### src/design/i2ccf_pkg.sv
// Constants, register map and state encodings of the configuration port.
package i2ccf_pkg;

  // Bus clock range that the oversampling front end is built for.
  localparam int BUS_MIN_KHZ = 50;
  localparam int BUS_MAX_KHZ = 1000;
  localparam int CLK_HZ      = 50_000_000;

  // Register offsets on the wire.
  localparam logic [7:0] OFF_ON_OFF      = 8'h02;
  localparam logic [7:0] OFF_COMMIT      = 8'h15;
  localparam logic [7:0] OFF_RESTORE     = 8'h16;
  localparam logic [7:0] OFF_TURN_ON_DELAY   = 8'h60;
  localparam logic [7:0] OFF_SOFT_START  = 8'h61;
  localparam logic [7:0] OFF_TURN_OFF_DELAY  = 8'h64;
  localparam logic [7:0] OFF_SOFT_STOP   = 8'h65;
  localparam logic [7:0] OFF_SYSCFG      = 8'hA0;
  localparam logic [7:0] OFF_REGBUS_ADDR = 8'hA1;
  localparam logic [7:0] OFF_TARGET_ADDR = 8'hA2;
  localparam logic [7:0] OFF_VOUT_OFFSET = 8'hA8;
  localparam logic [7:0] OFF_LOCK        = 8'hB1;
  localparam logic [7:0] OFF_MAXCAP_H    = 8'hBD;
  localparam logic [7:0] OFF_MAXCAP_L    = 8'hBE;
  localparam logic [7:0] OFF_PROTOCOL    = 8'hC2;

  // Storable registers, in the order they are walked through the NVM.
  localparam int         NREG            = 12;
  localparam int         IDXW            = 4;
  localparam logic [3:0] IDX_ON_OFF      = 4'h0;
  localparam logic [3:0] IDX_TURN_ON_DELAY   = 4'h1;
  localparam logic [3:0] IDX_SOFT_START  = 4'h2;
  localparam logic [3:0] IDX_TURN_OFF_DELAY  = 4'h3;
  localparam logic [3:0] IDX_SOFT_STOP   = 4'h4;
  localparam logic [3:0] IDX_MAXCAP_H    = 4'h5;
  localparam logic [3:0] IDX_MAXCAP_L    = 4'h6;
  localparam logic [3:0] IDX_SYSCFG      = 4'h7;
  localparam logic [3:0] IDX_REGBUS_ADDR = 4'h8;
  localparam logic [3:0] IDX_TARGET_ADDR = 4'h9;
  localparam logic [3:0] IDX_VOUT_OFFSET = 4'hA;
  localparam logic [3:0] IDX_PROTOCOL    = 4'hB;
  localparam logic [3:0] IDX_LAST        = 4'hB;

  // Reset values.
  localparam logic [7:0] RST_ON_OFF = 8'h40;
  localparam logic [7:0] RST_ZERO   = 8'h00;

  // Field positions.
  localparam int         ONOFF_PIN_CTRL_BIT   = 6;
  localparam int         SYSCFG_ADDR_OVRD_BIT = 0;
  localparam int         OUTCTL_LSB           = 3;
  localparam logic [1:0] OUTCTL_OFFSET_MODE   = 2'h1;
  localparam logic [7:0] SYSCFG_STAGE_MASK    = 8'hFC;
  localparam logic [7:0] PROTOCOL_STAGE_MASK  = 8'h01;
  localparam logic [7:0] FULL_MASK            = 8'hFF;
  localparam int         ACTION_BIT           = 0;
  localparam logic [2:0] STRAP_ADDR_HIGH      = 3'h7;
  localparam logic       RW_WRITE             = 1'b0;

  // NVM store duration.
  localparam int STORE_TIME_MS = 150;
  localparam int STORE_CYCLES  = STORE_TIME_MS * (CLK_HZ / 1000);

  // Unlock sequence length.
  localparam int PASS_COUNT = 2;

  typedef enum logic [2:0] {
    ST_IDLE    = 3'b000,
    ST_RX      = 3'b001,
    ST_ACKPEND = 3'b010,
    ST_ACK     = 3'b011,
    ST_TX      = 3'b100,
    ST_TXREL   = 3'b101,
    ST_MACK    = 3'b110
  } i2ccf_bus_type;

  typedef enum logic [1:0] {
    PH_ADDR = 2'b00,
    PH_CMD  = 2'b01,
    PH_DATA = 2'b10,
    PH_READ = 2'b11
  } i2ccf_phase_type;

  typedef enum logic [2:0] {
    NV_INIT    = 3'b000,
    NV_IDLE    = 3'b001,
    NV_STORE   = 3'b010,
    NV_WAIT    = 3'b011,
    NV_RESTORE = 3'b100
  } i2ccf_nvm_type;

endpackage

### src/design/i2ccf_port.sv
// Target-side configuration port with address strap, write lock, staging and NVM commit.
// Functional notes
// - Bus clock from 50 kHz to 1 MHz, all three speed modes.
// - Writes never reach NVM by themselves; store command 15h commits them.
// - Default target address comes from the strap, 0x70 to 0x7F.
// - Sixteen strap levels; short gives 1110000, open pin 1111111.
// - First byte is seven address bits then read/write, 0 for write.
// - Programmed address register holds any value 00h to 7Fh in bits 6:0.
// - Override bit 0 of A0h selects the programmed address over the strap.
// - Bit 0 write to the store command starts a 150 ms store.
// - Override bit and programmed address act only after store and power-on.
// - After power-on all writable registers except B1h are locked and writes to them get NACK.
// - Reads are acknowledged except during the power-on load, and return the register byte.
// - Correct passcodes in order unlock subsequent writes.
// - Ordinary accepted writes take effect immediately.
// - While switching, writes to 16h, 60h, 61h, 64h, 65h, BDh, BEh get NACK.
// - Always-on mode refuses NVM restores of switching-protected registers.
// - Staged fields apply now if not switching, else when switching stops.
// - Reads of staged registers return the latest acknowledged value.
// - Staged set: A0h fields, A1h, C2h select, A8h when output control is 01b.
// - Always-on mode keeps NVM values of staged fields staged until that register is next written.
// - On/off configuration resets to 40h, enable pin control only.
// - Restore reloads all storable registers from NVM, only the switching-unprotected ones in always-on mode.
`timescale 1ns/10ps

module i2ccf_port
  import i2ccf_pkg::*;
#(
  parameter int                        STORE_WAIT = STORE_CYCLES,
  parameter logic [PASS_COUNT*8-1:0]   PASSCODES  = 16'h5AC3
)
(
  input  wire logic                    mclk,
  input  wire logic                    rst_n,
  input  wire logic                    scl_i,
  input  wire logic                    sda_i,
  output wire logic                    sda_o,
  output wire logic                    sda_oe,
  input  wire logic [3:0]              strap_level,
  input  wire logic                    switching_en,
  output logic      [IDXW-1:0]         nvm_addr,
  output logic      [7:0]              nvm_wdata,
  output logic                         nvm_we,
  input  wire logic [7:0]              nvm_rdata,
  output wire logic [6:0]              target_address,
  output wire logic                    regs_unlocked,
  output wire logic                    nvm_busy,
  output logic      [NREG*8-1:0]       cfg_active
);

  localparam int TMRW = $clog2(STORE_WAIT + 1);

  ////////////////////////////////////////////////////////////////////////////
  // Register lookup and per-register class.

  function automatic logic [IDXW:0] reg_lookup(input logic [7:0] off);
    unique case (off)
      OFF_ON_OFF:      reg_lookup = {1'b1, IDX_ON_OFF};
      OFF_TURN_ON_DELAY:   reg_lookup = {1'b1, IDX_TURN_ON_DELAY};
      OFF_SOFT_START:  reg_lookup = {1'b1, IDX_SOFT_START};
      OFF_TURN_OFF_DELAY:  reg_lookup = {1'b1, IDX_TURN_OFF_DELAY};
      OFF_SOFT_STOP:   reg_lookup = {1'b1, IDX_SOFT_STOP};
      OFF_MAXCAP_H:    reg_lookup = {1'b1, IDX_MAXCAP_H};
      OFF_MAXCAP_L:    reg_lookup = {1'b1, IDX_MAXCAP_L};
      OFF_SYSCFG:      reg_lookup = {1'b1, IDX_SYSCFG};
      OFF_REGBUS_ADDR: reg_lookup = {1'b1, IDX_REGBUS_ADDR};
      OFF_TARGET_ADDR: reg_lookup = {1'b1, IDX_TARGET_ADDR};
      OFF_VOUT_OFFSET: reg_lookup = {1'b1, IDX_VOUT_OFFSET};
      OFF_PROTOCOL:    reg_lookup = {1'b1, IDX_PROTOCOL};
      default:         reg_lookup = '0;
    endcase
  endfunction

  function automatic logic is_protected(input logic [IDXW-1:0] idx);
    is_protected = (idx >= IDX_TURN_ON_DELAY) && (idx <= IDX_MAXCAP_L);
  endfunction

  function automatic logic [7:0] stage_mask(input logic [IDXW-1:0] idx, input logic [1:0] outctl);
    unique case (idx)
      IDX_SYSCFG:      stage_mask = SYSCFG_STAGE_MASK;
      IDX_REGBUS_ADDR: stage_mask = FULL_MASK;
      IDX_PROTOCOL:    stage_mask = PROTOCOL_STAGE_MASK;
      IDX_VOUT_OFFSET: stage_mask = (outctl == OUTCTL_OFFSET_MODE) ? FULL_MASK : 8'h00;
      default:         stage_mask = 8'h00;
    endcase
  endfunction

  function automatic logic [7:0] reset_value(input int idx);
    reset_value = (idx == int'(IDX_ON_OFF)) ? RST_ON_OFF : RST_ZERO;
  endfunction

  ////////////////////////////////////////////////////////////////////////////
  // State.

  i2ccf_bus_type       st_r, st_nxt;
  i2ccf_phase_type     ph_r, ph_nxt;
  logic                scl_q_r, scl_q_nxt;
  logic                sda_q_r, sda_q_nxt;
  logic [2:0]          cnt_r, cnt_nxt;
  logic [7:0]          sh_r, sh_nxt;
  logic [7:0]          tx_r, tx_nxt;
  logic [7:0]          ptr_r, ptr_nxt;
  logic                oe_r, oe_nxt;
  logic                wr_stb;

  i2ccf_nvm_type       nv_r, nv_nxt;
  logic [IDXW-1:0]     idx_r, idx_nxt;
  logic [TMRW-1:0]     tmr_r, tmr_nxt;
  logic [7:0]          wr_r   [NREG];
  logic [7:0]          wr_nxt [NREG];
  logic [7:0]          act_r  [NREG];
  logic [7:0]          act_nxt[NREG];
  logic [NREG-1:0]     hold_r, hold_nxt;
  logic [1:0]          step_r, step_nxt;
  logic [6:0]          addr_r, addr_nxt;

  logic                scl_rise, scl_fall, bus_start, bus_stop;
  logic [IDXW:0]       look;
  logic                unlocked, always_on, wr_allow;
  logic [7:0]          rd_data;

  assign sda_o          = 1'b0;
  assign sda_oe         = oe_r;
  assign target_address = addr_r;
  assign unlocked       = (step_r == 2'(PASS_COUNT));
  assign regs_unlocked  = unlocked;
  assign nvm_busy       = (nv_r != NV_IDLE);
  assign always_on      = ~wr_r[IDX_ON_OFF][ONOFF_PIN_CTRL_BIT];

  // Oversampled edges; the 50 MHz clock leaves many samples per bit at 1 MHz.
  assign scl_rise  = scl_i & ~scl_q_r;
  assign scl_fall  = ~scl_i & scl_q_r;
  assign bus_start = scl_i & scl_q_r & sda_q_r & ~sda_i;
  assign bus_stop  = scl_i & scl_q_r & ~sda_q_r & sda_i;
  assign look      = reg_lookup(ptr_r);

  ////////////////////////////////////////////////////////////////////////////
  // Write acceptance and read data.

  always_comb
  begin
    if (ptr_r == OFF_LOCK)
      wr_allow = 1'b1;
    else if (!unlocked || nvm_busy)
      wr_allow = 1'b0;
    else if (ptr_r == OFF_RESTORE)
      wr_allow = ~switching_en;
    else if (ptr_r == OFF_COMMIT)
      wr_allow = 1'b1;
    else if (look[IDXW])
      wr_allow = ~(is_protected(look[IDXW-1:0]) & switching_en);
    else
      wr_allow = 1'b0;
  end

  always_comb
  begin
    if (ptr_r == OFF_LOCK)
      rd_data = {7'h00, unlocked};
    else if (look[IDXW])
      rd_data = wr_r[look[IDXW-1:0]];
    else
      rd_data = 8'h00;
  end

  ////////////////////////////////////////////////////////////////////////////
  // Bus engine.

  always_comb
  begin
    st_nxt    = st_r;
    ph_nxt    = ph_r;
    cnt_nxt   = cnt_r;
    sh_nxt    = sh_r;
    tx_nxt    = tx_r;
    ptr_nxt   = ptr_r;
    oe_nxt    = oe_r;
    scl_q_nxt = scl_i;
    sda_q_nxt = sda_i;
    wr_stb    = 1'b0;
    if (bus_start)
    begin
      st_nxt  = ST_RX;
      ph_nxt  = PH_ADDR;
      cnt_nxt = 3'd0;
      oe_nxt  = 1'b0;
    end
    else if (bus_stop)
    begin
      st_nxt = ST_IDLE;
      oe_nxt = 1'b0;
    end
    else
    begin
      unique case (st_r)
        ST_IDLE:
        begin
        end
        ST_RX:
          if (scl_rise)
          begin
            sh_nxt  = {sh_r[6:0], sda_i};
            cnt_nxt = cnt_r + 3'd1;
            if (cnt_r == 3'd7)
              st_nxt = ST_ACKPEND;
          end
        ST_ACKPEND:
          if (scl_fall)
          begin
            st_nxt = ST_IDLE;
            unique case (ph_r)
              PH_ADDR:
                if ((sh_r[7:1] == addr_r) && (nv_r != NV_INIT))
                begin
                  oe_nxt = 1'b1;
                  st_nxt = ST_ACK;
                  ph_nxt = (sh_r[0] == RW_WRITE) ? PH_CMD : PH_READ;
                end
              PH_CMD:
              begin
                ptr_nxt = sh_r;
                oe_nxt  = 1'b1;
                st_nxt  = ST_ACK;
                ph_nxt  = PH_DATA;
              end
              default:
                if (wr_allow)
                begin
                  wr_stb = 1'b1;
                  oe_nxt = 1'b1;
                  st_nxt = ST_ACK;
                end
            endcase
          end
        ST_ACK:
          if (scl_fall)
          begin
            cnt_nxt = 3'd0;
            if (ph_r == PH_READ)
            begin
              tx_nxt = rd_data;
              oe_nxt = ~rd_data[7];
              st_nxt = ST_TX;
            end
            else
            begin
              oe_nxt = 1'b0;
              st_nxt = ST_RX;
            end
          end
        ST_TX:
          if (scl_rise)
          begin
            cnt_nxt = cnt_r + 3'd1;
            if (cnt_r == 3'd7)
              st_nxt = ST_TXREL;
          end
          else if (scl_fall)
          begin
            tx_nxt = {tx_r[6:0], 1'b0};
            oe_nxt = ~tx_r[6];
          end
        ST_TXREL:
          if (scl_fall)
          begin
            oe_nxt = 1'b0;
            st_nxt = ST_MACK;
          end
        ST_MACK:
          if (scl_rise)
            st_nxt = sda_i ? ST_IDLE : ST_ACK;
        default:
          st_nxt = ST_IDLE;
      endcase
    end
  end

  always_ff @(posedge mclk or negedge rst_n)
  begin
    if (!rst_n)
    begin
      st_r    <= ST_IDLE;
      ph_r    <= PH_ADDR;
      scl_q_r <= 1'b1;
      sda_q_r <= 1'b1;
      cnt_r   <= 3'd0;
      sh_r    <= 8'h00;
      tx_r    <= 8'h00;
      ptr_r   <= 8'h00;
      oe_r    <= 1'b0;
    end
    else
    begin
      st_r    <= st_nxt;
      ph_r    <= ph_nxt;
      scl_q_r <= scl_q_nxt;
      sda_q_r <= sda_q_nxt;
      cnt_r   <= cnt_nxt;
      sh_r    <= sh_nxt;
      tx_r    <= tx_nxt;
      ptr_r   <= ptr_nxt;
      oe_r    <= oe_nxt;
    end
  end

  ////////////////////////////////////////////////////////////////////////////
  // Register file, lock and NVM sequencer.

  always_comb
  begin
    logic [7:0] m;
    m         = 8'h00;
    nv_nxt    = nv_r;
    idx_nxt   = idx_r;
    tmr_nxt   = tmr_r;
    hold_nxt  = hold_r;
    step_nxt  = step_r;
    addr_nxt  = addr_r;
    wr_nxt    = wr_r;
    nvm_addr  = idx_r;
    nvm_wdata = wr_r[idx_r];
    nvm_we    = 1'b0;
    if (wr_stb)
    begin
      if (ptr_r == OFF_LOCK)
      begin
        if (!unlocked && (sh_r == PASSCODES[(PASS_COUNT-1-int'(step_r))*8 +: 8]))
          step_nxt = step_r + 2'd1;
        else
          step_nxt = 2'd0;
      end
      else if (ptr_r == OFF_COMMIT)
      begin
        if (sh_r[ACTION_BIT])
        begin
          nv_nxt  = NV_STORE;
          idx_nxt = '0;
        end
      end
      else if (ptr_r == OFF_RESTORE)
      begin
        if (sh_r[ACTION_BIT])
        begin
          nv_nxt  = NV_RESTORE;
          idx_nxt = '0;
        end
      end
      else
      begin
        wr_nxt[look[IDXW-1:0]]   = sh_r;
        hold_nxt[look[IDXW-1:0]] = 1'b0;
      end
    end
    unique case (nv_r)
      NV_INIT, NV_RESTORE:
      begin
        if (!(always_on && is_protected(idx_r)))
        begin
          wr_nxt[idx_r]   = nvm_rdata;
          hold_nxt[idx_r] = always_on && (stage_mask(idx_r, act_r[IDX_SYSCFG][OUTCTL_LSB +: 2]) != 8'h00);
        end
        idx_nxt = idx_r + 4'd1;
        if (idx_r == IDX_LAST)
        begin
          nv_nxt = NV_IDLE;
          if (nv_r == NV_INIT)
          begin
            if (wr_r[IDX_SYSCFG][SYSCFG_ADDR_OVRD_BIT])
              addr_nxt = wr_r[IDX_TARGET_ADDR][6:0];
            else
              addr_nxt = {STRAP_ADDR_HIGH, strap_level};
          end
        end
      end
      NV_STORE:
      begin
        nvm_we  = 1'b1;
        idx_nxt = idx_r + 4'd1;
        if (idx_r == IDX_LAST)
        begin
          nv_nxt  = NV_WAIT;
          tmr_nxt = '0;
        end
      end
      NV_WAIT:
      begin
        tmr_nxt = tmr_r + TMRW'(1);
        if (tmr_r == TMRW'(STORE_WAIT - 1))
          nv_nxt = NV_IDLE;
      end
      NV_IDLE:
      begin
      end
      default:
        nv_nxt = NV_IDLE;
    endcase
    for (int i = 0; i < NREG; i++)
    begin
      m = stage_mask(IDXW'(i), act_r[IDX_SYSCFG][OUTCTL_LSB +: 2]);
      if (switching_en || hold_nxt[i])
        act_nxt[i] = (wr_nxt[i] & ~m) | (act_r[i] & m);
      else
        act_nxt[i] = wr_nxt[i];
    end
  end

  always_ff @(posedge mclk or negedge rst_n)
  begin
    if (!rst_n)
    begin
      nv_r   <= NV_INIT;
      idx_r  <= '0;
      tmr_r  <= '0;
      hold_r <= '0;
      step_r <= 2'd0;
      addr_r <= 7'h7F;
      for (int i = 0; i < NREG; i++)
      begin
        wr_r[i]  <= reset_value(i);
        act_r[i] <= reset_value(i);
      end
    end
    else
    begin
      nv_r   <= nv_nxt;
      idx_r  <= idx_nxt;
      tmr_r  <= tmr_nxt;
      hold_r <= hold_nxt;
      step_r <= step_nxt;
      addr_r <= addr_nxt;
      wr_r   <= wr_nxt;
      act_r  <= act_nxt;
    end
  end

  always_comb
  begin
    for (int i = 0; i < NREG; i++)
      cfg_active[i*8 +: 8] = act_r[i];
  end

endmodule

### config.mk
export PLATFORM = sky130hd
export DESIGN_NAME = i2ccf_port
export DESIGN_NICKNAME = d
export VERILOG_FILES = /design/src/design/i2ccf_pkg.sv /design/src/design/i2ccf_port.sv
export SDC_FILE = /design/constraint.sdc
export NUM_CORES = 1
export LEC_CHECK = 0
export ABC_CLOCK_PERIOD_IN_PS = 3900
export BUFFER_PORTS_ARGS = -buffer_cell sky130_fd_sc_hd__buf_2
export CORE_UTILIZATION = 45
export CTS_CLUSTER_SIZE = 14
export DETAILED_ROUTE_END_ITERATION = 12
export MAX_ROUTING_LAYER = met4
export PLACE_DENSITY_LB_ADDON = 0.3
export REMOVE_ABC_BUFFERS = 1
export SYNTH_ARGS = -nofsm -noshare
export SYNTH_HDL_FRONTEND = slang
export SYNTH_SLANG_ARGS = --single-unit
### constraint.sdc
create_clock -name mclk -period 3.9 [get_ports mclk]
set_input_delay 0.195 -clock mclk [delete_from_list [all_inputs] [get_ports mclk]]
set_output_delay 0.195 -clock mclk [all_outputs]
set_load 0.005 [all_outputs]
# After elaboration in Yosys (flattened, before gate mapping)
# Index checks and enable logic that the tools add are counted.
# op_classes
add_sub_neg,5
n_lt_le_gt_ge,12
n_eq_ne,61
n_shift,1
n_mux,116
bitwise_logic,29
n_reduce_logical,45
# ops
operator,count
$mux W96,6
$bwmux W96,2
$mux W8,14
$mux W12,6
$mux W3,24
$bmux W8 S4,2
$demux W8 S4,2
$eq A8 B8 Y1 const B,8
$pmux W5 S12,1
$pmux W23 S2,1
$ne A4 B4 Y1 const B,10
$mux W7,5
$eq A8 B7 Y1 const B,4
$pmux W8 S4,1
$mux W1,24
$mux W4,6
$add A23 B1 Y23 const B,1
$eq A23 B23 Y1 const B,1
$mux W23,1
$pmux W3 S7,1
$mux W2,10
$and A8 B8 Y8,2
$eq A8 B5 Y1 const B,2
$ge A4 B1 Y1 const B,4
59 further kinds,131
# word_totals
regBits,213
inputBits,17
out_inout_bits,120
wordCells,300

# Logic depth before layout (Yosys ltp)
# Gate-level depths: netlist of the first run.
# depth
word_depth,24
depth_mapped,12
mapped_depth_nobuf,9

# Worst setup path before layout of the first run
# No wires, ideal clock.
# synth_path
kind,register to register
start,register idx_r[0] (netlist: nvm_addr[0])
end,register act_r (netlist bit cfg_active[58])
setup_ns,0.125
arrival_time_ns,2.953
t_required_ns,3.775
slack_ns,0.823
stages_incl_launch_ff,11
path_buffers,2
synth_period_minus_slack_ns,3.077
path_cell_list,dfrtp_1 > clkbuf_1 > clkbuf_1 > inv_1 > ha_1 > nor2b_1 > o211a_1 > nand2_1 > a31o_2 > nor2_2 > mux2_2
# synth_via
elab_chain_len,11
elab_cells_between_ends,32
classes_between,order compare (6); eq/ne (4); mux (14); bitwise (1); reduce/logical (7)
# synth_lines
element,line_no,rtl
"start, declared",i2ccf_port.sv:107,"logic [IDXW-1:0] idx_r, idx_nxt;"
"start signal, assigned",i2ccf_port.sv:426,idx_r <= idx_nxt;
$eq A4 B4 Y1 / $eq A4 B3 Y1 (equally long branches),i2ccf_port.sv:79,unique case (idx)
$pmux W8 S4,i2ccf_port.sv:79,
$mux W8,i2ccf_port.sv:357,if (!(always_on && is_protected(idx_r)))
$mux W8,i2ccf_port.sv:354,unique case (nv_r)
$reduce_bool A8 Y1,i2ccf_port.sv:360,"hold_nxt[idx_r] = always_on && (stage_mask(idx_r, act_r[IDX_SYSCFG][OUTCTL_LSB +: 2]) != 8'h00);"
$logic_and A1 B1 Y1,i2ccf_port.sv:360,
$bwmux W12,i2ccf_port.sv:360,
$mux W12 *,i2ccf_port.sv:357,
$mux W12 *,i2ccf_port.sv:354,
via hold_nxt[7],i2ccf_port.sv:113,"logic [NREG-1:0] hold_r, hold_nxt;"
$logic_or A1 B1 Y1 *,i2ccf_port.sv:400,if (switching_en || hold_nxt[i])
$mux W8 *,i2ccf_port.sv:400,
"end signal, assigned by index",i2ccf_port.sv:420,act_r[i] <= reset_value(i);
"end signal, assigned",i2ccf_port.sv:432,act_r <= act_nxt;
"end, declared",i2ccf_port.sv:111,logic [7:0] act_r [NREG];
# The timed path passes the listed nets; every way through them passes the cells marked *. The select of a mux whose other input is x is not followed.
# A chain may end at the register's enable or synchronous reset.

==> flow_summary.toml, run 1 <==
[setup_path]
r2r-start = "ptr_r[7]"
slowest_stage = "nor4_4"
critPathMaxFanout = 14
required_ns = 4.20
critPathCaptureType = "register"
cp-start-kind = "register"
crit_buf_inv = 0
r2r_slack_ns = 0.54
arrival_ns = 3.65
cp_top_family = "simple AND/OR/NAND/NOR gates"
ff2ff_path_depth = 7
critPathMaxStageDelay_ns = 0.98
r2r-end = "cfg_active[72]"
path_cells = "nor4b_2, a22o_1, nand4b_1, nor3_1, nor4_4, mux2i_1, a21oi_1"
critPathKind = "register to register"

[global_routing]
first_global_vias = 9851
grt-ovfl-total = 0
grt_pass1_wl_um = 59000
grt_max_degree = 107
grtUsageTotal_pct = 28.7
antenna_found_initial = 0

[placed_design]
io_buffers = 135
hpwl_um = 27000
pre_cts_ws_ns = 0.708
gp_congestion = 0.958
place_area_sq_um = 12500

[synth]
synth-edff-count = 0
synth.distinct_cells = 73
synth.most_common_cell = "dfrtp_1"
syn_area_per_cell_sq_um = 9.45
ys_seq_elements = 196
netlist_top_cells_count = "186 x dfrtp_1, 144 x nor2_1, 133 x mux2i_1"
syn_area_sq_um = 12100
synth_seq_area_share_pct = 40.6
yosysTopAreaCellShare_pct = 38.4
syn_inst = 1283
synth.largest_area_cell = "dfrtp_1"
synthFlopType = "dfrtp_1"
yosys-top-cells-area = "dfrtp_1 38%, mux2i_1 11%, buf_4 5.1%"
yosys_warnings = 0
synthArstFlopShare_pct = 100

[worst_hold_path]
hold_path.class = "input port to register"
hold_depth = 3
min_from = "strap_level[3]"
whs_endpoint = "target_address[3]"

[power_and_ir_drop]
seqPwrFrac_pct = 47.2
p_leak_nw = 6.11
p_switching_mw = 1.66
p_int_mw = 3.33
switching_share_pct = 33.3
worst_ir_drop_vdd_mv = 0.281
power_frac_comb_pct = 15.0
power.share.clock_pct = 37.8
power_density_nw_per_um2 = 378

[cells_and_area]
fin_util_pct = 50.3
design_area_sq_um = 13200
nFillCells = 2417
syn2layout_area_growth_pct = 8.69
antennaDiodeCount = 0
fin_nets = 1333
drive_above_1_share_pct = 22.1

[timing]
holdWs_ns = 0.0287
clock.fmax_ghz = 0.298
maxSlewViolCount = 0
clock_skew_ns = 0.0225
setup_slack_ns = 0.543
tns_ns = 0
worst_pin_slew_ns = 1.09
finalCriticalPeriod_ns = 3.36
rsz0062_at_grt = "false"
fin_crit_sh_pct = 86.1
slew_headroom_pct = 27.1
setup_viol = 0
finalHoldViolCount = 0

[clocking]
numCtsBuffers = 17
cts_max_level = 4
cts.sinks = 196
cts_tree = "built"
clk_pin_slew_worst_paths_ns = 0.09
clk_latency_ns = 0.46
clockBufferDepth = 2
cts-root-buf = "clkbuf_16"
cts_setup_buffers = 0

[detailed_routing]
drt-total-wl_um = 38100
route.detailed.drc = 7
wl_per_cell_um = 23.0
drtIter0Drc = 843
antenna_left = 0
vias = 10200
viasPerCell = 6.15
drt_first_pass_iters = 9

[run]
maxCapViolations = 0

[floorplanning]
initial_core_util_pct = 46.2
fp-row-count = 59
dieArea_sq_um = 27600
die_h_um = 166
die_w_um = 166
coreArea_sq_um = 26200
ios = 137

[status]
status = "finished with violations"
violations = "DRC"
-- worst max path at each step --
stage	startpoint	endpoint	slack, ns	cells past startpoint
finish	ptr_r[7]	cfg_active[72]	0.54	7
global route	st_r[0]	cfg_active[48]	0.42	7
CTS	ptr_r[4]	sda_oe	0.67	8
detailed placement	ptr_r[7]	cfg_active[50]	0.71	7
global placement	ptr_r[4]	sda_oe	0.60	8
floorplan	ptr_r[6]	cfg_active[9]	-0.65	7
-- per-stage QoR --
stage               std cells  power, mW
finish                   1653       4.98
global route             1653       5.15
CTS                      1653       4.99
detailed placement       1618       3.13
global placement         1618       3.11
floorplan                1122       2.69
-- registers in the layout (all words and copies together) (netlist names), 7 cells and up, named ones only --
name and count:
cfg_active 88, tx_r 7, tmr_r 23, wr_r 23
sh_r 8, target_address 7, ptr_r 8
-- power groups by stage --
stage          logic (mW)  registers (mW)  clock network [mW]
6_report            0.746            2.35                1.88
3_3_place_gp        0.731            2.38                   0
3_5_place_dp        0.741            2.38                   0
2_1_floorplan       0.304            2.38                   0
5_1_grt             0.807            2.36                1.98
4_1_cts             0.746            2.34                1.89
-- final cells by class --
class / count / area, sq um / share of cell area, %
flip-flops and latches: 196 / 4920 / 37.3
multi-input cells: 903 / 6200 / 47.1
repair buffers: 164 / 910 / 6.90
clock buffers: 17 / 425 / 3.23
clock inverters: 15 / 214 / 1.62
inverters: 23 / 86.3 / 0.655
well taps: 335 / 419 / 3.18
-- logic make-up after synthesis --
kind of cell    after synthesis  share of synthesized area, %
buf+inv                     184                          8.35
compound gates              245                          12.2
other cells                   1                        0.0309
flops                       196                          40.6
xor+xnor                     13                         0.939
mux                         196                          19.1
simple gates                437                          17.7
fa+ha+maj                    11                          1.14
-- tightest hold or removal path, stage by stage --
cell and delay [ns]:
buf_2 0.09, mux2i_1 0.12, a21oi_1 0.08
-- cells in the final DEF, fill, tap and decap left out, types with 4 or more instances in the layout --
master | synthesis | layout
o31ai_1 | 5 | 5
nand2_1 | 124 | 124
xor2_1 | 9 | 9
o21ai_0 | 42 | 42
buf_4 | 82 | 26
nand2b_1 | 15 | 15
mux2i_1 | 133 | 133
a32oi_1 | 10 | 10
nor2_1 | 144 | 144
nor4_1 | 8 | 8
a21oi_1 | 119 | 119
nor3_1 | 11 | 11
nor3b_1 | 5 | 5
nand3_1 | 52 | 52
inv_1 | 23 | 23
o22ai_1 | 11 | 11
or2_2 | 4 | 4
mux2_2 | 39 | 39
o211ai_1 | 10 | 10
clkinv_8 | 0 | 8
nor4b_1 | 4 | 4
nor2b_1 | 9 | 9
clkbuf_16 | 0 | 17
and3_1 | 8 | 8
inv_6 | 0 | 4
and4b_1 | 4 | 4
buf_2 | 11 | 134
ha_1 | 11 | 11
mux4_2 | 24 | 24
o221ai_1 | 4 | 4
dfrtp_1 | 186 | 185
xnor2_1 | 4 | 4
and2_1 | 4 | 4
nand4_1 | 10 | 10
dfstp_2 | 10 | 10
a31oi_1 | 13 | 13
-- routing by layer --
metal  vias to the layer above  wire length (um)  track usage (%)
li1                       4557                 -                -
met1                      5036             16200             37.7
met2                       475             17700             44.1
met3                        97              2560             3.72
met4                         0              1610             13.6
met5                         -                 0                -
-- repair_timing --
action	4_1_cts	5_1_grt
resized for setup	0	0
hold buffers	3	0
hold endpoints to repair	104	0
(Power assumes the default switching activity.)
==> run 2: changes to the inputs <==
--- a/config.mk
+++ b/config.mk
@@ -7,6 +7,7 @@
 export LEC_CHECK = 0
 export ABC_CLOCK_PERIOD_IN_PS = 3900
 export BUFFER_PORTS_ARGS = -buffer_cell sky130_fd_sc_hd__buf_2
+export CORE_ASPECT_RATIO = 1.25
 export CORE_UTILIZATION = 45
 export CTS_CLUSTER_SIZE = 14
 export DETAILED_ROUTE_END_ITERATION = 12
==> run 2 against run 1 <==
  * The run now ends clean
  * Register-to-register slack worse by 0.14 ns
  * Sequential share of layout area is essentially flat
  * Hold slack lost 0.0098 ns
  * Final cell count rose by 0.73%
  * Critical path depth unchanged
  * Clock skew shrank 0.0095 ns
  * Via count down 1.1%
  * Critical endpoint is now cfg_active[14]
  * Highest routed layer unchanged
==> flow_summary.toml, run 2 (synthesis results as in run 1) <==
[clocking]
cts_max_level = 4
clockBufferDepth = 2
clk_latency_ns = 0.46
cts-root-buf = "clkbuf_16"
cts.sinks = 196
cts_setup_buffers = 0
clk_pin_slew_worst_paths_ns = 0.08
holdBufCountCts = 3
ctsResizeCount = 0
cts_tree = "built"
numCtsBuffers = 17

[floorplanning]
coreArea_sq_um = 26300
fp-row-count = 66
initial_core_util_pct = 46.2
ios = 137
die_h_um = 185
dieArea_sq_um = 27600
die_w_um = 149

[power_and_ir_drop]
worst_ir_drop_vdd_mv = 0.253
power_density_nw_per_um2 = 374
p_leak_nw = 6.13

[timing]
clock_skew_ns = 0.0130
setup_slack_ns = 0.401
maxSlewViolCount = 0
setup_viol = 0
finalHoldViolCount = 0
slew_headroom_pct = 28.3
worst_pin_slew_ns = 1.07
rsz0062_at_grt = "false"
clock.fmax_ghz = 0.286
fin_crit_sh_pct = 89.7
finalCriticalPeriod_ns = 3.50

[detailed_routing]
route.detailed.drc = 0
vias = 10100
antenna_left = 0
drt_first_pass_iters = 5
drt-total-wl_um = 38500
wl_per_cell_um = 23.1
viasPerCell = 6.04
drtIter0Drc = 918

[setup_path]
cp-start-kind = "register"
arrival_ns = 3.82
critPathKind = "register to register"
required_ns = 4.22
critPathMaxStageDelay_ns = 0.95
crit_buf_inv = 0
r2r_slack_ns = 0.40
r2r-end = "cfg_active[14]"
ff2ff_path_depth = 7
r2r-start = "ptr_r[2]"
critPathCaptureType = "register"
cp_top_family = "simple AND/OR/NAND/NOR gates"
cp.depth = 7
critPathMaxFanout = 18
path_cells = "nor4_1, and4_1, nor4_4, nand2_1, nor2_2, mux2i_1, a21oi_1"
slowest_stage = "nor4_4"

[global_routing]
grt_max_degree = 115
antenna_found_initial = 0
grtUsageTotal_pct = 29.4
first_global_vias = 9804
grt_pass1_wl_um = 58200
grt-ovfl-total = 0

[cells_and_area]
layout_commonest_cell = "dfrtp_1"
syn2layout_area_growth_pct = 8.83
final_cell_mix = "185 x dfrtp_1, 144 x nor2_1, 134 x buf_2, 133 x mux2i_1, 124 x nand2_1"
nFillCells = 2469
drive_above_1_share_pct = 22.4
antennaDiodeCount = 0
regArea_sq_um = 4920
multi_input_area_sq_um = 6200
design_area_sq_um = 13200
largest_register_ffs = 88
fin_nets = 1340

[run]
maxCapViolations = 0

[placed_design]
place_area_sq_um = 12600
io_buffers = 135
gp_congestion = 0.953
hpwl_um = 27500
pre_cts_ws_ns = 0.461

[worst_hold_path]
hold_path.class = "input port to register"
min_from = "strap_level[0]"
hold_depth = 3
whs_endpoint = "target_address[0]"

[status]
status = "finished, final reports clean"
## run 2: cell types whose count changed in the layout (fill, tap and decap cells not counted)
| cell | before | now |
|---|---|---|
| clkbuf_8 | 1 | 2 |
| inv_8 | 0 | 3 |
| bufinv_16 | 0 | 1 |
| inv_12 | 3 | 0 |
| buf_4 | 26 | 32 |
| clkinv_8 | 8 | 0 |
| clkbuf_1 | 0 | 1 |
| buf_12 | 0 | 1 |
| clkinv_4 | 0 | 5 |
| inv_6 | 4 | 3 |
| clkinvlp_4 | 0 | 1 |
## run 2: worst max-delay path by stage
stage                   from        endpoint  slack (ns)
finish              ptr_r[2]  cfg_active[14]        0.40
global route        ptr_r[2]  cfg_active[14]        0.17
CTS                 ptr_r[0]  cfg_active[14]        0.46
detailed placement  ptr_r[0]  cfg_active[14]        0.46
global placement    ptr_r[2]  cfg_active[13]        0.51
floorplan           ptr_r[6]   cfg_active[9]       -0.65
## run 2: report_power, final
part | switching [mW] | total [mW] | internal [mW] | leakage, nW
clock network | 0.882 | 1.80 | 0.923 | 0.284
logic | 0.538 | 0.831 | 0.293 | 3.44
registers | 0.151 | 2.30 | 2.15 | 2.41
## run 2: worst reg2reg max path: stages (launching register included)
cell,delay [ns]
dfrtp_1,0.61
nor4_1,0.13
and4_1,0.31
nor4_4,0.95
nand2_1,0.41
nor2_2,0.58
mux2i_1,0.27
a21oi_1,0.08
## run 2: final cells by class
| cell class | instances | area share, % |
|---|---|---|
| Clock buffer | 19 | 3.36 |
| Sequential cell | 196 | 37.3 |
| Clock inverter | 13 | 1.07 |
| Multi-Input combinational cell | 903 | 47.0 |
| Inverter | 23 | 0.655 |
| Tap cell | 340 | 3.23 |
| Timing Repair Buffer | 171 | 7.39 |
## run 2: through the flow
| stage | std cells | hold WS [ns] | TNS [ns] | power, mW | utilization, % |
|---|---|---|---|---|---|
| 6_report | 1665 | 0.0189 | 0 | 4.94 | 50.2 |
| 5_1_grt | 1665 | 0.0460 | 0 | 5.09 | 50.2 |
| 4_1_cts | 1665 | 0.00625 | 0 | 4.95 | 50.2 |
| 3_5_place_dp | 1630 | 0.348 | 0 | 3.16 | 47.9 |
| 3_3_place_gp | 1630 | 0.349 | 0 | 3.15 | 47.9 |
| 2_1_floorplan | 1122 | -0.101 | -13.15 | 2.69 | - |
## run 2: layer usage
| layer | wire length, um | global-route usage (%) | up-vias |
|---|---|---|---|
| met3 | 2170 | 4.31 | 144 |
| met1 | 15300 | 34.5 | 4875 |
| li1 | - | - | 4566 |
| met4 | 2340 | 18.7 | 0 |
| met2 | 18700 | 47.5 | 469 |
| met5 | 0 | - | - |
==> run 3: changes to the inputs <==
--- a/config.mk
+++ b/config.mk
@@ -9,6 +9,7 @@
 export BUFFER_PORTS_ARGS = -buffer_cell sky130_fd_sc_hd__buf_2
 export CORE_ASPECT_RATIO = 1.25
 export CORE_UTILIZATION = 45
+export CTS_BUF_LIST = sky130_fd_sc_hd__clkbuf_4 sky130_fd_sc_hd__clkbuf_8 sky130_fd_sc_hd__clkbuf_16
 export CTS_CLUSTER_SIZE = 14
 export DETAILED_ROUTE_END_ITERATION = 12
 export MAX_ROUTING_LAYER = met4
==> run 3 against run 2 <==
  * Non-clock buffer count unchanged
  * Clock skew down 0.0014 ns
  * Flip-flop and latch count unchanged
  * Largest power group unchanged
  * Sequential power about the same
  * Sequential share of layout area about the same
  * Critical path type unchanged
  * Setup slack worse by 0.021 ns
  * Register-to-register slack worse by 0.02 ns
  * Via count up 0.48%
==> flow_summary.toml, run 3 (synthesis results as in run 1) <==
[detailed_routing]
drt-total-wl_um = 38600
drt_first_pass_iters = 6
wl_per_cell_um = 23.2
viasPerCell = 6.07
antenna_left = 0
route.detailed.drc = 0
vias = 10100
drtIter0Drc = 894

[timing]
holdWs_ns = 0.0189
worst_pin_slew_ns = 1.09
finalHoldViolCount = 0
clock_skew_ns = 0.0117
slew_headroom_pct = 27.1
tns_ns = 0
maxSlewViolCount = 0
finalCriticalPeriod_ns = 3.52
fin_crit_sh_pct = 90.3
rsz0062_at_grt = "false"
setup_viol = 0
clock.fmax_ghz = 0.284

[floorplanning]
fp-row-count = 66
ios = 137
die_h_um = 185
coreArea_sq_um = 26300
die_w_um = 149
dieArea_sq_um = 27600
initial_core_util_pct = 46.2

[setup_path]
r2r_slack_ns = 0.38
r2r-start = "ptr_r[2]"
path_cells = "nor4_1, and4_1, nor4_4, nand2_1, nor2_2, mux2i_1, a21oi_1"
critPathCaptureType = "register"
r2r-end = "cfg_active[14]"
cp-start-kind = "register"
critPathMaxFanout = 18
required_ns = 4.22
critPathLaunch = "ptr_r[2]"
slowest_stage = "nor4_4"
crit_buf_inv = 0
arrival_ns = 3.84
critPathMaxStageDelay_ns = 0.97
critPathKind = "register to register"
cp_top_family = "simple AND/OR/NAND/NOR gates"
ff2ff_path_depth = 7

[cells_and_area]
syn2layout_area_growth_pct = 8.86
multi_input_area_sq_um = 6200
nFillCells = 2468
layout_commonest_cell = "dfrtp_1"
fin_util_pct = 50.2
fin_nets = 1340
largest_register_ffs = 88
final_cell_mix = "185 x dfrtp_1, 144 x nor2_1, 134 x buf_2, 133 x mux2i_1, 124 x nand2_1"
drive_above_1_share_pct = 22.5
regArea_sq_um = 4920
antennaDiodeCount = 0

[worst_hold_path]
hold_path.class = "input port to register"
hold_depth = 3
min_from = "strap_level[0]"
whs_endpoint = "target_address[0]"

[power_and_ir_drop]
power_frac_comb_pct = 16.8
seqPwrFrac_pct = 46.5
total_power_mw = 4.94
p_switching_mw = 1.57
switching_share_pct = 31.8
worst_ir_drop_vdd_mv = 0.253
power_density_nw_per_um2 = 375
power.share.clock_pct = 36.7
p_leak_nw = 6.13
p_int_mw = 3.37

[global_routing]
first_global_vias = 9799
grt_max_degree = 115
grt-ovfl-total = 0
grtUsageTotal_pct = 29.4
grt_pass1_wl_um = 58200
antenna_found_initial = 0

[run]
maxCapViolations = 0

[clocking]
cts_tree = "built"
cts_max_level = 4
ctsResizeCount = 0
clk_pin_slew_worst_paths_ns = 0.08
clk_latency_ns = 0.46
clockBufferDepth = 2
cts-root-buf = "clkbuf_16"
numCtsBuffers = 17
cts.sinks = 196

[status]
status = "finished, final reports clean"

[placed_design]
gp_congestion = 0.953
hpwl_um = 27500
io_buffers = 135
run 3: cell counts in the layout (fill, tap and decap cells not counted):
No cell type changed its count.
run 3: routing by layer:
metal,track usage (%),vias up,wire length (um)
li1,-,4570,-
met3,4.14,135,2430
met5,-,-,0
met1,34.7,4889,15100
met2,47.6,508,18800
met4,18.3,0,2310
run 3: worst max path at each step:
stage                endpoint  cells past startpoint
2_1_floorplan   cfg_active[9]                      7
3_3_place_gp   cfg_active[13]                      7
3_5_place_dp   cfg_active[14]                      7
4_1_cts        cfg_active[14]                      7
5_1_grt        cfg_active[14]                      7
6_report       cfg_active[14]                      7
run 3: through the flow:
step           setup slack [ns]  cells  area, sq um
6_report                  0.379   1665        13200
4_1_cts                   0.456   1665        13200
2_1_floorplan            -0.653   1122        11200
3_3_place_gp              0.510   1630        12600
3_5_place_dp              0.461   1630        12600
5_1_grt                   0.152   1665        13200
run 3: area by class of cell:
cell class                      instances  area share (%)
Multi-Input combinational cell        903            47.0
Sequential cell                       196            37.3
Timing Repair Buffer                  171            7.39
Clock buffer                           19            3.39
Tap cell                              340            3.22
Inverter                               23           0.654
Clock inverter                         13            1.07
run 3: tightest hold or removal path: cells and delay by family:
| family | cells | cell delay [ns] |
|---|---|---|
| AOI/OAI and AO/OA | 1 | 0.08 |
| buffers and inverters | 1 | 0.10 |
| muxes | 1 | 0.11 |
run 3: timing repair:
item | CTS | global route
endpoints found under the setup margin | 0 | 0
hold buffers | 3 | 0
endpoints found under the hold margin | 104 | 0
setup buffers | 0 | 0
run 3: power by group through the flow:
stage	sequential, mW	clock [mW]	combinational, mW
6_report	2.30	1.81	0.829
5_1_grt	2.31	1.90	0.880
4_1_cts	2.30	1.83	0.826
3_5_place_dp	2.34	0	0.821
3_3_place_gp	2.34	0	0.812
2_1_floorplan	2.38	0	0.304
